**config.mk**
```make
export PLATFORM = sky130hd
export DESIGN_NAME = flash_pin_front
export DESIGN_NICKNAME = d
export VERILOG_FILES = /design/src/hw/flash_pin_front.v /design/src/hw/rx_fifo.v
export VERILOG_INCLUDE_DIRS = /design/src /design/src/hw
export SDC_FILE = /design/constraint.sdc
export NUM_CORES = 1
export LEC_CHECK = 0
export BUFFER_PORTS_ARGS = -buffer_cell sky130_fd_sc_hd__buf_2
export CORE_ASPECT_RATIO = 2
export CORE_UTILIZATION = 35
export CTS_BUF_LIST = sky130_fd_sc_hd__clkbuf_2 sky130_fd_sc_hd__clkbuf_4 sky130_fd_sc_hd__clkbuf_8
export CTS_CLUSTER_SIZE = 10
export DETAILED_ROUTE_END_ITERATION = 12
export SYNTH_ARGS = -nofsm -noshare
export SYNTH_HDL_FRONTEND = slang
export SYNTH_HIERARCHICAL = 1
export SYNTH_SLANG_ARGS = --single-unit
```
**constraint.sdc**
```tcl
create_clock -name clk_sys -period 2.8 [get_ports clk_sys]
set_input_delay 0.28 -clock clk_sys [delete_from_list [all_inputs] [get_ports clk_sys]]
set_output_delay 0.28 -clock clk_sys [all_outputs]
set_load 0.02 [all_outputs]
```
**src/hw/flash_pins_map.vh**
```
// constants for the serial flash pin front end
// assumes inclusion by bare name from design files under hw/
`ifndef FLASH_PINS_MAP_VH
`define FLASH_PINS_MAP_VH
`define BYTE_BITS        4'h8
`define BIT_LAST         3'h7
`define OPC_READ         8'h03
`define OPC_FREAD        8'h0b
`define OPC_ERASE4       8'h20
`define OPC_ERASE32A     8'h52
`define OPC_ERASE32B     8'hd8
`define OPC_CERASE_A     8'h60
`define OPC_CERASE_B     8'hc7
`define OPC_CERASE_C     8'h62
`define OPC_PROG         8'h02
`define OPC_WREN         8'h06
`define OPC_WRDI         8'h04
`define OPC_RDSR         8'h05
`define OPC_WRSR         8'h01
`define ADDR_BYTES       2'h3
`define FIFO_DEPTH_DEF   8
`endif

```
**src/hw/flash_pin_front.v**
```verilog
// serial pin front end of a small serial flash: framing, shifting, pause, write protect
// assumes pins arrive unsynchronised; core behind it consumes bytes and supplies read data
//
// Contract
// - deselect: standby, output high impedance
// - ignore serial input while deselected
// - frame only on select edges
// - stay active until timed cycle ends
// - sample input on rising clock
// - change output on falling clock
// - one input line carries everything
// - pause ignores clock, input; output released
// - pause starts only selected, clock low
// - pause keeps interface state
// - pause never disturbs timed cycle
// - write protect gates protection changes
// - pause, protect default inactive (pulled up)
// - modes 0 and 3 only
// - opcode first, bytes msb first
// - bad opcode ignored until reselect
// - short frame does nothing
`timescale 1ns/1ps
`default_nettype none
`include "flash_pins_map.vh"
module flash_pin_front #(
  parameter FIFO_DEPTH = `FIFO_DEPTH_DEF,
  parameter FIFO_AW    = 3
) (
  input  wire       clk_sys,
  input  wire       rst,
  input  wire       cs_n_pin,
  input  wire       sck_pin,
  input  wire       si_pin,
  input  wire       pause_n_pin,
  input  wire       wp_n_pin,
  output reg        so_out,
  output reg        so_oe,
  input  wire [7:0] tx_byte,
  output reg        tx_take,
  output wire [7:0] rx_byte,
  output wire       rx_valid,
  input  wire       rx_ready,
  output reg        rx_first,
  output reg        op_start,
  output reg  [7:0] op_code,
  output reg        op_end,
  output reg        op_abort,
  input  wire       core_busy,
  output reg        active,
  output reg        prot_locked,
  output reg        rx_overrun
);

  ////////////////////////////////////////////////////////////////
  // pin synchronisers; pause and protect default high via pull-up, so 1 is inactive
  // sck needs two or more clk_sys cycles per half period, or its edges are missed
  reg [1:0] cs_s_r;
  reg [1:0] sck_s_r;
  reg [1:0] si_s_r;
  reg [1:0] hold_s_r;
  reg [1:0] wp_s_r;
  reg       sck_d_r;
  reg       cs_d_r;

  always @(posedge clk_sys) begin
    if (rst) begin
      cs_s_r   <= 2'h3;
      sck_s_r  <= 2'h0;
      si_s_r   <= 2'h0;
      hold_s_r <= 2'h3;
      wp_s_r   <= 2'h3;
      sck_d_r  <= 1'b0;
      cs_d_r   <= 1'b1;
    end else begin
      cs_s_r   <= {cs_s_r[0], cs_n_pin};
      sck_s_r  <= {sck_s_r[0], sck_pin};
      si_s_r   <= {si_s_r[0], si_pin};
      hold_s_r <= {hold_s_r[0], pause_n_pin};
      wp_s_r   <= {wp_s_r[0], wp_n_pin};
      sck_d_r  <= sck_s_r[1];
      cs_d_r   <= cs_s_r[1];
    end
  end

  wire cs_n     = cs_s_r[1];
  wire sck      = sck_s_r[1];
  wire si       = si_s_r[1];
  wire selected = ~cs_n;
  wire cs_fall  = cs_d_r & ~cs_n;
  wire cs_rise  = ~cs_d_r & cs_n;
  wire sck_rise = ~sck_d_r & sck;
  wire sck_fall = sck_d_r & ~sck;

  ////////////////////////////////////////////////////////////////
  // pause: only enters while selected with clock low, leaves when pin goes high
  reg paused_r;

  always @(posedge clk_sys) begin
    if (rst) begin
      paused_r <= 1'b0;
    end else if (!selected || hold_s_r[1]) begin
      paused_r <= 1'b0;
    end else if (!sck) begin
      paused_r <= 1'b1;
    end
  end

  // edges are masked, not counters cleared, so the bit position survives a pause
  wire shift_in  = selected & ~paused_r & sck_rise;
  wire shift_out = selected & ~paused_r & sck_fall;

  ////////////////////////////////////////////////////////////////
  // receive shifter and frame state
  localparam ST_IDLE = 2'h0;
  localparam ST_OPC  = 2'h1;
  localparam ST_BODY = 2'h2;
  localparam ST_DEAF = 2'h3;

  reg [1:0]  state_r;
  reg [1:0]  state_nxt;
  reg [7:0]  sh_r;
  reg [2:0]  bit_r;
  reg [1:0]  addr_cnt_r;
  reg        need_addr_r;
  reg        fifo_wr_r;
  reg [7:0]  fifo_wd_r;
  reg        first_pend_r;
  wire       fifo_in_ready;
  wire       fifo_out_valid;
  wire       fifo_out_ready;
  wire [7:0] fifo_out_data;
  wire [7:0] sh_full = {sh_r[6:0], si};

  function opc_known;
    input [7:0] c;
    begin
      case (c)
        `OPC_READ, `OPC_FREAD, `OPC_ERASE4, `OPC_ERASE32A, `OPC_ERASE32B,
        `OPC_CERASE_A, `OPC_CERASE_B, `OPC_CERASE_C, `OPC_PROG, `OPC_WREN,
        `OPC_WRDI, `OPC_RDSR, `OPC_WRSR: opc_known = 1'b1;
        default: opc_known = 1'b0;
      endcase
    end
  endfunction

  function opc_addr;
    input [7:0] c;
    begin
      case (c)
        `OPC_READ, `OPC_FREAD, `OPC_ERASE4, `OPC_ERASE32A, `OPC_ERASE32B,
        `OPC_PROG: opc_addr = 1'b1;
        default:   opc_addr = 1'b0;
      endcase
    end
  endfunction

  wire byte_done = shift_in & (bit_r == `BIT_LAST);

  always @* begin
    state_nxt = state_r;
    case (state_r)
      ST_IDLE: begin
        if (cs_fall) begin
          state_nxt = ST_OPC;
        end
      end
      ST_OPC: begin
        if (cs_rise) begin
          state_nxt = ST_IDLE;
        end else if (byte_done) begin
          state_nxt = opc_known(sh_full) ? ST_BODY : ST_DEAF;
        end
      end
      ST_BODY: begin
        if (cs_rise) begin
          state_nxt = ST_IDLE;
        end
      end
      ST_DEAF: begin
        if (cs_rise) begin
          state_nxt = ST_IDLE;
        end
      end
      default: state_nxt = ST_IDLE;
    endcase
  end

  always @(posedge clk_sys) begin
    if (rst) begin
      state_r      <= ST_IDLE;
      sh_r         <= 8'h00;
      bit_r        <= 3'h0;
      addr_cnt_r   <= 2'h0;
      need_addr_r  <= 1'b0;
      fifo_wr_r    <= 1'b0;
      fifo_wd_r    <= 8'h00;
      first_pend_r <= 1'b0;
      op_start     <= 1'b0;
      op_code      <= 8'h00;
      op_end       <= 1'b0;
      op_abort     <= 1'b0;
      rx_overrun   <= 1'b0;
      rx_first     <= 1'b0;
    end else begin
      state_r   <= state_nxt;
      op_start  <= 1'b0;
      op_end    <= 1'b0;
      op_abort  <= 1'b0;
      if (fifo_wr_r && fifo_in_ready) begin
        fifo_wr_r <= 1'b0;
      end
      if (cs_fall) begin
        bit_r      <= 3'h0;
        addr_cnt_r <= 2'h0;
        rx_overrun <= 1'b0;
      end else if (shift_in && state_r != ST_DEAF && state_r != ST_IDLE) begin
        sh_r  <= sh_full;
        bit_r <= bit_r + 3'h1;
        if (byte_done && state_r == ST_OPC) begin
          op_code      <= sh_full;
          need_addr_r  <= opc_addr(sh_full);
          first_pend_r <= 1'b1;
          op_start     <= opc_known(sh_full) & ~opc_addr(sh_full);
        end
        if (byte_done && state_r == ST_BODY) begin
          if (fifo_wr_r && !fifo_in_ready) begin
            rx_overrun <= 1'b1; // core too slow; byte dropped
          end else begin
            fifo_wr_r    <= 1'b1;
            fifo_wd_r    <= sh_full;
            rx_first     <= first_pend_r;
            first_pend_r <= 1'b0;
          end
          if (need_addr_r && addr_cnt_r != `ADDR_BYTES) begin
            addr_cnt_r <= addr_cnt_r + 2'h1;
            op_start   <= (addr_cnt_r == `ADDR_BYTES - 2'h1);
          end
        end
      end
      if (cs_rise && state_r != ST_IDLE) begin
        if (state_r == ST_BODY && (!need_addr_r || addr_cnt_r == `ADDR_BYTES)) begin
          op_end <= 1'b1;
        end else begin
          op_abort <= 1'b1;
        end
      end
    end
  end

  rx_fifo #(
    .WIDTH (8),
    .DEPTH (FIFO_DEPTH),
    .AW    (FIFO_AW)
  ) u_rx_fifo (
    .clk_sys   (clk_sys),
    .rst       (rst),
    .in_data   (fifo_wd_r),
    .in_valid  (fifo_wr_r),
    .in_ready  (fifo_in_ready),
    .out_data  (fifo_out_data),
    .out_valid (fifo_out_valid),
    .out_ready (fifo_out_ready)
  );

  ////////////////////////////////////////////////////////////////
  // output stage: keeps rx_byte and rx_valid flop-driven, at one cycle of latency
  // bytes held before a drop: fifo depth, this stage and the one pending write
  reg       rx_valid_r;
  reg [7:0] rx_byte_r;

  // refill whenever the stage is empty or being popped, so a steady reader loses no cycle
  assign fifo_out_ready = ~rx_valid_r | rx_ready;
  assign rx_valid       = rx_valid_r;
  assign rx_byte        = rx_byte_r;

  always @(posedge clk_sys) begin
    if (rst) begin
      rx_valid_r <= 1'b0;
      rx_byte_r  <= 8'h00;
    end else if (fifo_out_ready) begin
      rx_valid_r <= fifo_out_valid;
      rx_byte_r  <= fifo_out_data;
    end
  end

  ////////////////////////////////////////////////////////////////
  // transmit shifter: loads on first falling edge of each byte
  reg [7:0] tx_sh_r;
  reg [2:0] tx_bit_r;

  always @(posedge clk_sys) begin
    if (rst) begin
      tx_sh_r  <= 8'h00;
      tx_bit_r <= 3'h0;
      so_out   <= 1'b0;
      so_oe    <= 1'b0;
      tx_take  <= 1'b0;
    end else begin
      tx_take <= 1'b0;
      if (cs_fall) begin
        tx_bit_r <= 3'h0;
      end else if (shift_out && state_r == ST_BODY) begin
        tx_bit_r <= tx_bit_r + 3'h1;
        if (tx_bit_r == 3'h0) begin
          so_out  <= tx_byte[7];
          tx_sh_r <= {tx_byte[6:0], 1'b0};
          tx_take <= 1'b1;
        end else begin
          so_out  <= tx_sh_r[7];
          tx_sh_r <= {tx_sh_r[6:0], 1'b0};
        end
      end
      // modes 0 and 3 both present their first output bit after a falling edge
      so_oe <= selected & ~paused_r & (state_r == ST_BODY);
    end
  end

  ////////////////////////////////////////////////////////////////
  // standby, and hardware lock
  always @(posedge clk_sys) begin
    if (rst) begin
      active      <= 1'b0;
      prot_locked <= 1'b0;
    end else begin
      // timed cycles run on core_busy alone, which pause never touches
      active      <= selected | core_busy;
      prot_locked <= ~wp_s_r[1];
    end
  end

endmodule // flash_pin_front
`default_nettype wire

```
**src/hw/rx_fifo.v**
```verilog
// small synchronous fifo for received bytes
// assumes one clock; writer honours in_ready, reader may stall
`timescale 1ns/1ps
`default_nettype none
module rx_fifo #(
  parameter WIDTH = 8,
  parameter DEPTH = 8,
  parameter AW    = 3
) (
  input  wire             clk_sys,
  input  wire             rst,
  input  wire [WIDTH-1:0] in_data,
  input  wire             in_valid,
  output wire             in_ready,
  output wire [WIDTH-1:0] out_data,
  output wire             out_valid,
  input  wire             out_ready
);
  reg [WIDTH-1:0] mem_r [0:DEPTH-1];
  reg [AW-1:0]    wr_ptr_r;
  reg [AW-1:0]    rd_ptr_r;
  reg [AW:0]      count_r;
  wire            do_wr;
  wire            do_rd;

  assign in_ready  = (count_r != DEPTH[AW:0]);
  assign out_valid = (count_r != {(AW+1){1'b0}});
  assign out_data  = mem_r[rd_ptr_r];
  assign do_wr     = in_valid & in_ready;
  assign do_rd     = out_valid & out_ready;

  always @(posedge clk_sys) begin
    if (do_wr) begin
      mem_r[wr_ptr_r] <= in_data;
    end
  end

  always @(posedge clk_sys) begin
    if (rst) begin
      wr_ptr_r <= {AW{1'b0}};
      rd_ptr_r <= {AW{1'b0}};
      count_r  <= {(AW+1){1'b0}};
    end else begin
      if (do_wr) begin
        wr_ptr_r <= (wr_ptr_r == DEPTH[AW-1:0] - 1'b1) ? {AW{1'b0}} : wr_ptr_r + 1'b1;
      end
      if (do_rd) begin
        rd_ptr_r <= (rd_ptr_r == DEPTH[AW-1:0] - 1'b1) ? {AW{1'b0}} : rd_ptr_r + 1'b1;
      end
      case ({do_wr, do_rd})
        2'b10:   count_r <= count_r + 1'b1;
        2'b01:   count_r <= count_r - 1'b1;
        default: count_r <= count_r;
      endcase
    end
  end
endmodule // rx_fifo
`default_nettype wire

```
Word-level counts from Yosys, hierarchy flattened
Memories as Yosys holds them, arrays and structs flattened. A register that Yosys moved wholly into a read port is not among the register bits.
Cells that the tools add are included.
Word-level totals
  output and inout bits: 27
  logic and storage cells: 171
  register bits after elaboration: 78
  input port bits: 17
  memories kept: 1
  memory bits (writable): 64
Operators by class
  bitwise operators: 27
  equality and inequality tests: 29
  add/sub/neg operators: 7
  muxes and demuxes: 40
  reduce and logical (&&, ||, !) cells: 34
Memories
  u_rx_fifo.mem_r: words 8, width 8, read ports 1, clocked after Yosys merged registers in 1, wr ports 1, RTL line rx_fifo.v:19  | reg [WIDTH-1:0] mem_r [0:DEPTH-1];
Operators by type and width (count)
  two-way mux 1 bit: 31
  == test 8 x 3 -> 1 bit, second input constant: 3
  == test 8 x 7 -> 1 bit, second input constant: 3
  == test 8 x 2 -> 1 bit, second input constant: 2
  == test 8 bit, second input constant: 2
  NOT 1 bit: 13
  OR reduction 13 bit: 1
  adder 3 x 1 -> 3 bit, second input constant: 4
  bitwise AND 1 bit: 12
  AND reduction 3 bit: 4
  == test 2 bit, second input constant: 5
  logical AND 1 bit: 10
  == test 3 bit, second input constant: 3
  == test 8 x 1 -> 1 bit, second input constant: 1
  == test 8 x 4 -> 1 bit, second input constant: 1
  == test 8 x 6 -> 1 bit, second input constant: 1
  two-way mux 2 bit: 4
  two-way mux 8 bit: 1
  one-hot mux 4 bit (2 select lines): 1
  OR reduction 2 bit: 4
  two-way mux 3 bit: 2
  inequality test 2 bit, second input constant: 3
  one-hot mux 2 bit (3 select lines): 1
  OR reduction 3 bit: 2
  17 further kinds: 23

Logic depth before layout (Yosys ltp)
  depth after elaboration: 14
  gate-level depth with buffers: 12
  depth with buffers taken out: 11

Modules after synthesis
The synthesis kept the hierarchy.
Modules (own cells, without submodules)
  rx_fifo: area each 3169.3 um^2, sequential area each 2182.1 um^2, cells an instance 170, instances 1
  flash_pin_front: area each 3020.4 um^2, sequential area each 1501.4 um^2, cells an instance 325, instances 1

Worst setup path after synthesis
No wires, ideal clock.
  path kind: reg-to-reg
  start point: reg rx_valid_r (netlist: rx_valid)
  end point: reg u_rx_fifo.count_r[2]
  path buffers: 1
  setup time: 0.071 ns
  data arrival time: 2.583 ns
  required time: 2.729 ns
  cell stages (with the launch flop): 13
  clock period less this slack: 2.654 ns
  slack: 0.146 ns
  path through: dfxtp_1 nor2b_1 clkbuf_1 clkinv_1 nand2_1 inv_1 ha_1 xor2_1 ha_1 a21oi_1 xor2_1 or3_1 a21oi_1
Between the ends
  cells in the longest elaborated chain, start to end: 5
  elaborated cells between the ends (all ways): 7
  classes of those cells: eq/ne: 2; mux: 1; bitwise: 3; reduce/logical: 1
Ends and longest elaborated chain
  start: declaration: RTL line flash_pin_front.v:268  | reg rx_valid_r;
  start signal: assignment: RTL line flash_pin_front.v:281  | rx_valid_r <= fifo_out_valid;
  NOT 1 bit (*): RTL line flash_pin_front.v:272  | assign fifo_out_ready = ~rx_valid_r | rx_ready;
  OR 1 bit (*): RTL line flash_pin_front.v:272
  net fifo_out_ready: RTL line flash_pin_front.v:130  | wire fifo_out_ready;
  bitwise AND 1 bit (*): RTL line rx_fifo.v:30  | assign do_rd = out_valid & out_ready;
  == test 2 x 1 -> 1 bit / == test 2 bit (equally long branches): RTL line rx_fifo.v:50  | case ({do_wr, do_rd})
  one-hot mux 4 bit (2 select lines) / nonzero test 2 bit (equally long branches)
  end signal: assignment: RTL line rx_fifo.v:51  | 2'b10: count_r <= count_r + 1'b1;
  end signal: assignment: RTL line rx_fifo.v:52  | 2'b01: count_r <= count_r - 1'b1;
  end signal: assignment: RTL line rx_fifo.v:53  | default: count_r <= count_r;
  end: declaration: RTL line rx_fifo.v:22  | reg [AW:0] count_r;
The timed path passes the listed nets; every way through them passes the cells marked *.
A chain may end at the register's enable or synchronous reset.

Final worst setup path
  start point: reg u_rx_fifo.count_r[2]
  end point: reg u_rx_fifo.count_r[2]
Between the ends
  cells in the longest elaborated chain, start to end: 4
  elaborated cells between the ends (all ways): 10
  classes of those cells: add/sub: 2; eq/ne: 3; mux: 1; bitwise: 2; reduce/logical: 2
Ends and longest elaborated chain
  start signal: assignment: RTL line rx_fifo.v:42  | count_r <= {(AW+1){1'b0}};
  start signal: assignment: RTL line rx_fifo.v:51
  start signal: assignment: RTL line rx_fifo.v:52
  nonzero test 4 bit (*): RTL line rx_fifo.v:27  | assign out_valid = (count_r != {(AW+1){1'b0}});
  net fifo_out_valid: RTL line flash_pin_front.v:129  | wire fifo_out_valid;
  bitwise AND 1 bit (*): RTL line rx_fifo.v:30
  == test 2 x 1 -> 1 bit / == test 2 bit (equally long branches): RTL line rx_fifo.v:50
  one-hot mux 4 bit (2 select lines) / nonzero test 2 bit (equally long branches)
Marked as above.

==> flow_metrics.tcl <==
set metrics [dict create \
    ir_drop_mv 0.410 \
    post-route-min-period_ns 2.59 \
    final_max_slew_viol_count 0 \
    cp_data_required_time_ns 3.17 \
    cts_tree "built" \
    ios 44 \
    finalCritPeriodShare_pct 92.4 \
    fmax_ghz 0.386 \
    status "complete, no violations" \
    fin_nets 572 \
    areaGrowthSynthToFinish_pct 13.7 \
    max_stage_delay_ns 0.57 \
    ys_async_sr_fraction_pct 0 \
    avgSynthCellArea_um2 12.5 \
    setup_viol_count_final 0 \
    dieHeight_um 190 \
    multi_input_area_um2 2290 \
    sw_frac_of_total_pct 27.9 \
    diodes 0 \
    cellInternalPower_uw 3610 \
    clock_path_buffers 2 \
    io_buffers 43 \
    crit_slowest_cell "or4_4" \
    num_vias 3846 \
    cts_root_buf "clkbuf_8" \
    rsz0062_at_grt "false" \
    synth-edff-count 64 \
    seqCellArea_um2 3680 \
    combPwrFrac_pct 15.9 \
    grt_start_max_net_pins 40 \
    slew_headroom_pct 44.8 \
    hold_viol 0 \
    clock-sinks 152 \
    drtIter0Drc 100 \
    ys_warn_count 6 \
    dp_hpwl_mm 8.60 \
    final_util_pct 40.8 \
    drv_cap 0 \
    seqPwrFrac_pct 49.5 \
    netlist_instances 495 \
    arrival_ns 2.96 \
    antenna_found_initial 0 \
    globalRouteOverflowTotal 0 \
    htreeDepth 4 \
    endpoint_kind "register" \
    grt_pass1_vias 3893 \
    crit_type "register to register" \
    p_switching_uw 1400 \
    tightest_slew_ns 0.822 \
    seq_area_frac_synth_pct 59.5 \
    crit_chain "or4_4, nand2_2, inv_1, ha_1, xor2_1, ha_1, a21oi_2, xor2_1, or3_1, a21oi_1" \
    synth.distinct_cells 52 \
    drt_pre_antenna_iters 6 \
    routed_wl_mm 11.9 \
    finClkSkew_ns 0.0173 \
    die_x_um 96.0 \
    n_fill_cell 1641 \
    path_max_fanout 7 \
    cp.buffers_inverters 1 \
    grt_pass1_wl_mm 19.2 \
    ant_nets 0 \
    core-area_um2 17300 \
    power_density_nw_per_um2 711 \
    globalplace.congestion 0.766 \
    clkTransAtPathRegs_ns 0.09 \
    netlist_area_um2 6190 \
    hp-class "input pin to register" \
    num_rows 68 \
    drc 0 \
    layout-drive-gt1-share_pct 21.1 \
    wl_per_cell_um 15.5 \
    grt_util_all_layers_pct 14.1 \
    syn_nets 525 \
    clk_latency_ns 0.45 \
    initial_core_util_pct 35.8 \
    synthFlopType "dfxtp_1" \
    viasPerCell 5.03 \
    p_leak_uw 0.00261 \
    p_clk_share_pct 34.6 \
    path_delay_family "simple AND/OR/NAND/NOR gates" \
    fp.dieArea_um2 18300 \
    ys_ff_latch 152 \
    cts_buffers 17 \
    fin_tns_setup_ns 0 \
    crit_path_start_kind "register" \
]
power groups by stage:
stage / combinational (uW) / clock, uW / sequential [uW]
final: 795 / 1730 / 2480
after global routing: 885 / 1860 / 2490
after CTS: 799 / 1780 / 2480
after detailed placement: 792 / 0 / 2530
after global placement: 755 / 0 / 2520
after floorplan: 615 / 0 / 2530
layout by cell type, fill, tap and decap left out, types with 5 or more instances in the layout:
cell type  count
nor2b_1       13
a211oi_1       9
ha_1          13
mux4_1        15
or2_2          7
nor3_1        10
nor2_1        47
edfxtp_1      64
nand4b_1       5
buf_4         13
a21oi_1       32
inv_6          7
nand3_1       17
nand2_1       38
inv_1         10
dfxtp_1       87
nand2b_1       8
clkbuf_8      17
buf_2         43
mux2_2         9
mux2i_1       26
xor2_1         5
worst paths after layout:
path,slack [ns],endpoint,depth (start not counted),start
worst min register to register,0.39,prot_locked,1,wp_s_r[1]
worst min-delay path,0.05,sck_s_r[0],2,sck_pin
worst max-delay path,0.21,u_rx_fifo/count_r[2],10,u_rx_fifo/count_r[2]
worst max register to register,0.21,u_rx_fifo/count_r[2],10,u_rx_fifo/count_r[2]
what timing repair did:
action	CTS	global route
hold buffers	3	0
gates resized for setup	0	4
endpoints found under the hold margin	3	0
buffers inserted	0	0
setup endpoints to repair	0	1
final cells by class:
| class | instances | area share (%) |
|---|---|---|
| Multi-Input combinational cell | 301 | 32.6 |
| Clock inverter | 15 | 2.56 |
| Tap cell | 210 | 3.73 |
| Sequential cell | 152 | 52.3 |
| Inverter | 11 | 0.586 |
| Timing Repair Buffer | 59 | 4.87 |
| Clock buffer | 17 | 3.32 |
per-layer routing:
metal	part of all wire (%)	vias to the layer above	wire length, um	track usage, %
li1	-	1888	-	-
met2	59	67	7060	27.4
met4	1.7	0	202	5.74
met1	36	1877	4320	13.3
met5	0	-	0	0
met3	2.6	14	306	3.40
metrics by stage:
| step | total power (uW) | hold WS [ns] | setup slack, ns | area [um^2] | cells |
|---|---|---|---|---|---|
| 4_1_cts | 5060 | 0.0132 | 0.0921 | 7030 | 765 |
| 6_report | 5010 | 0.0498 | 0.212 | 7040 | 765 |
| 5_1_grt | 5240 | 0.0254 | 0.0515 | 7040 | 765 |
| 3_3_place_gp | 3280 | 0.371 | 0.305 | 6590 | 730 |
| 3_5_place_dp | 3320 | 0.382 | 0.120 | 6590 | 730 |
| 2_1_floorplan | 3150 | 0.368 | 0.146 | 6190 | 495 |
registers in the layout, indices dropped and copies added (netlist names), 4 cells and up, named ones only:
name,count
op_code,8
fifo_wd_r,8
u_rx_fifo/mem_r,64
tx_sh_r,7
u_rx_fifo/count_r,4
rx_byte,8
sh_r,7
synth_stat cells, drive strengths merged, types with 6 or more instances:
library cell / number / area [um^2]
a211oi: 9 / 67.6
a21oi: 33 / 165
buf: 16 / 124
clkbuf: 15 / 56.3
dfxtp: 88 / 1760
edfxtp: 64 / 1920
ha: 13 / 163
inv: 10 / 37.5
mux2: 9 / 101
mux2i: 26 / 260
mux4: 16 / 417
nand2: 40 / 166
nand2b: 8 / 50.1
nand3: 17 / 85.1
nor2: 47 / 176
nor2b: 13 / 81.3
nor3: 11 / 60.1
nor4: 6 / 67.6
or2: 7 / 43.8
cell families (layout without fill, tap and decap cells):
logic type	count (synthesis)	after routing	synth area share (%)
AND/OR/NAND/NOR	175	175	15.2
buffers and inverters	42	102	3.58
AO/OA/AOI/OAI	55	55	5.50
flip-flops	152	152	59.5
multiplexers	51	51	12.6
adder cells (fa/ha/maj)	13	13	2.63
XOR/XNOR	7	7	0.991
No activity file was read; power rests on OpenSTA's default activity.
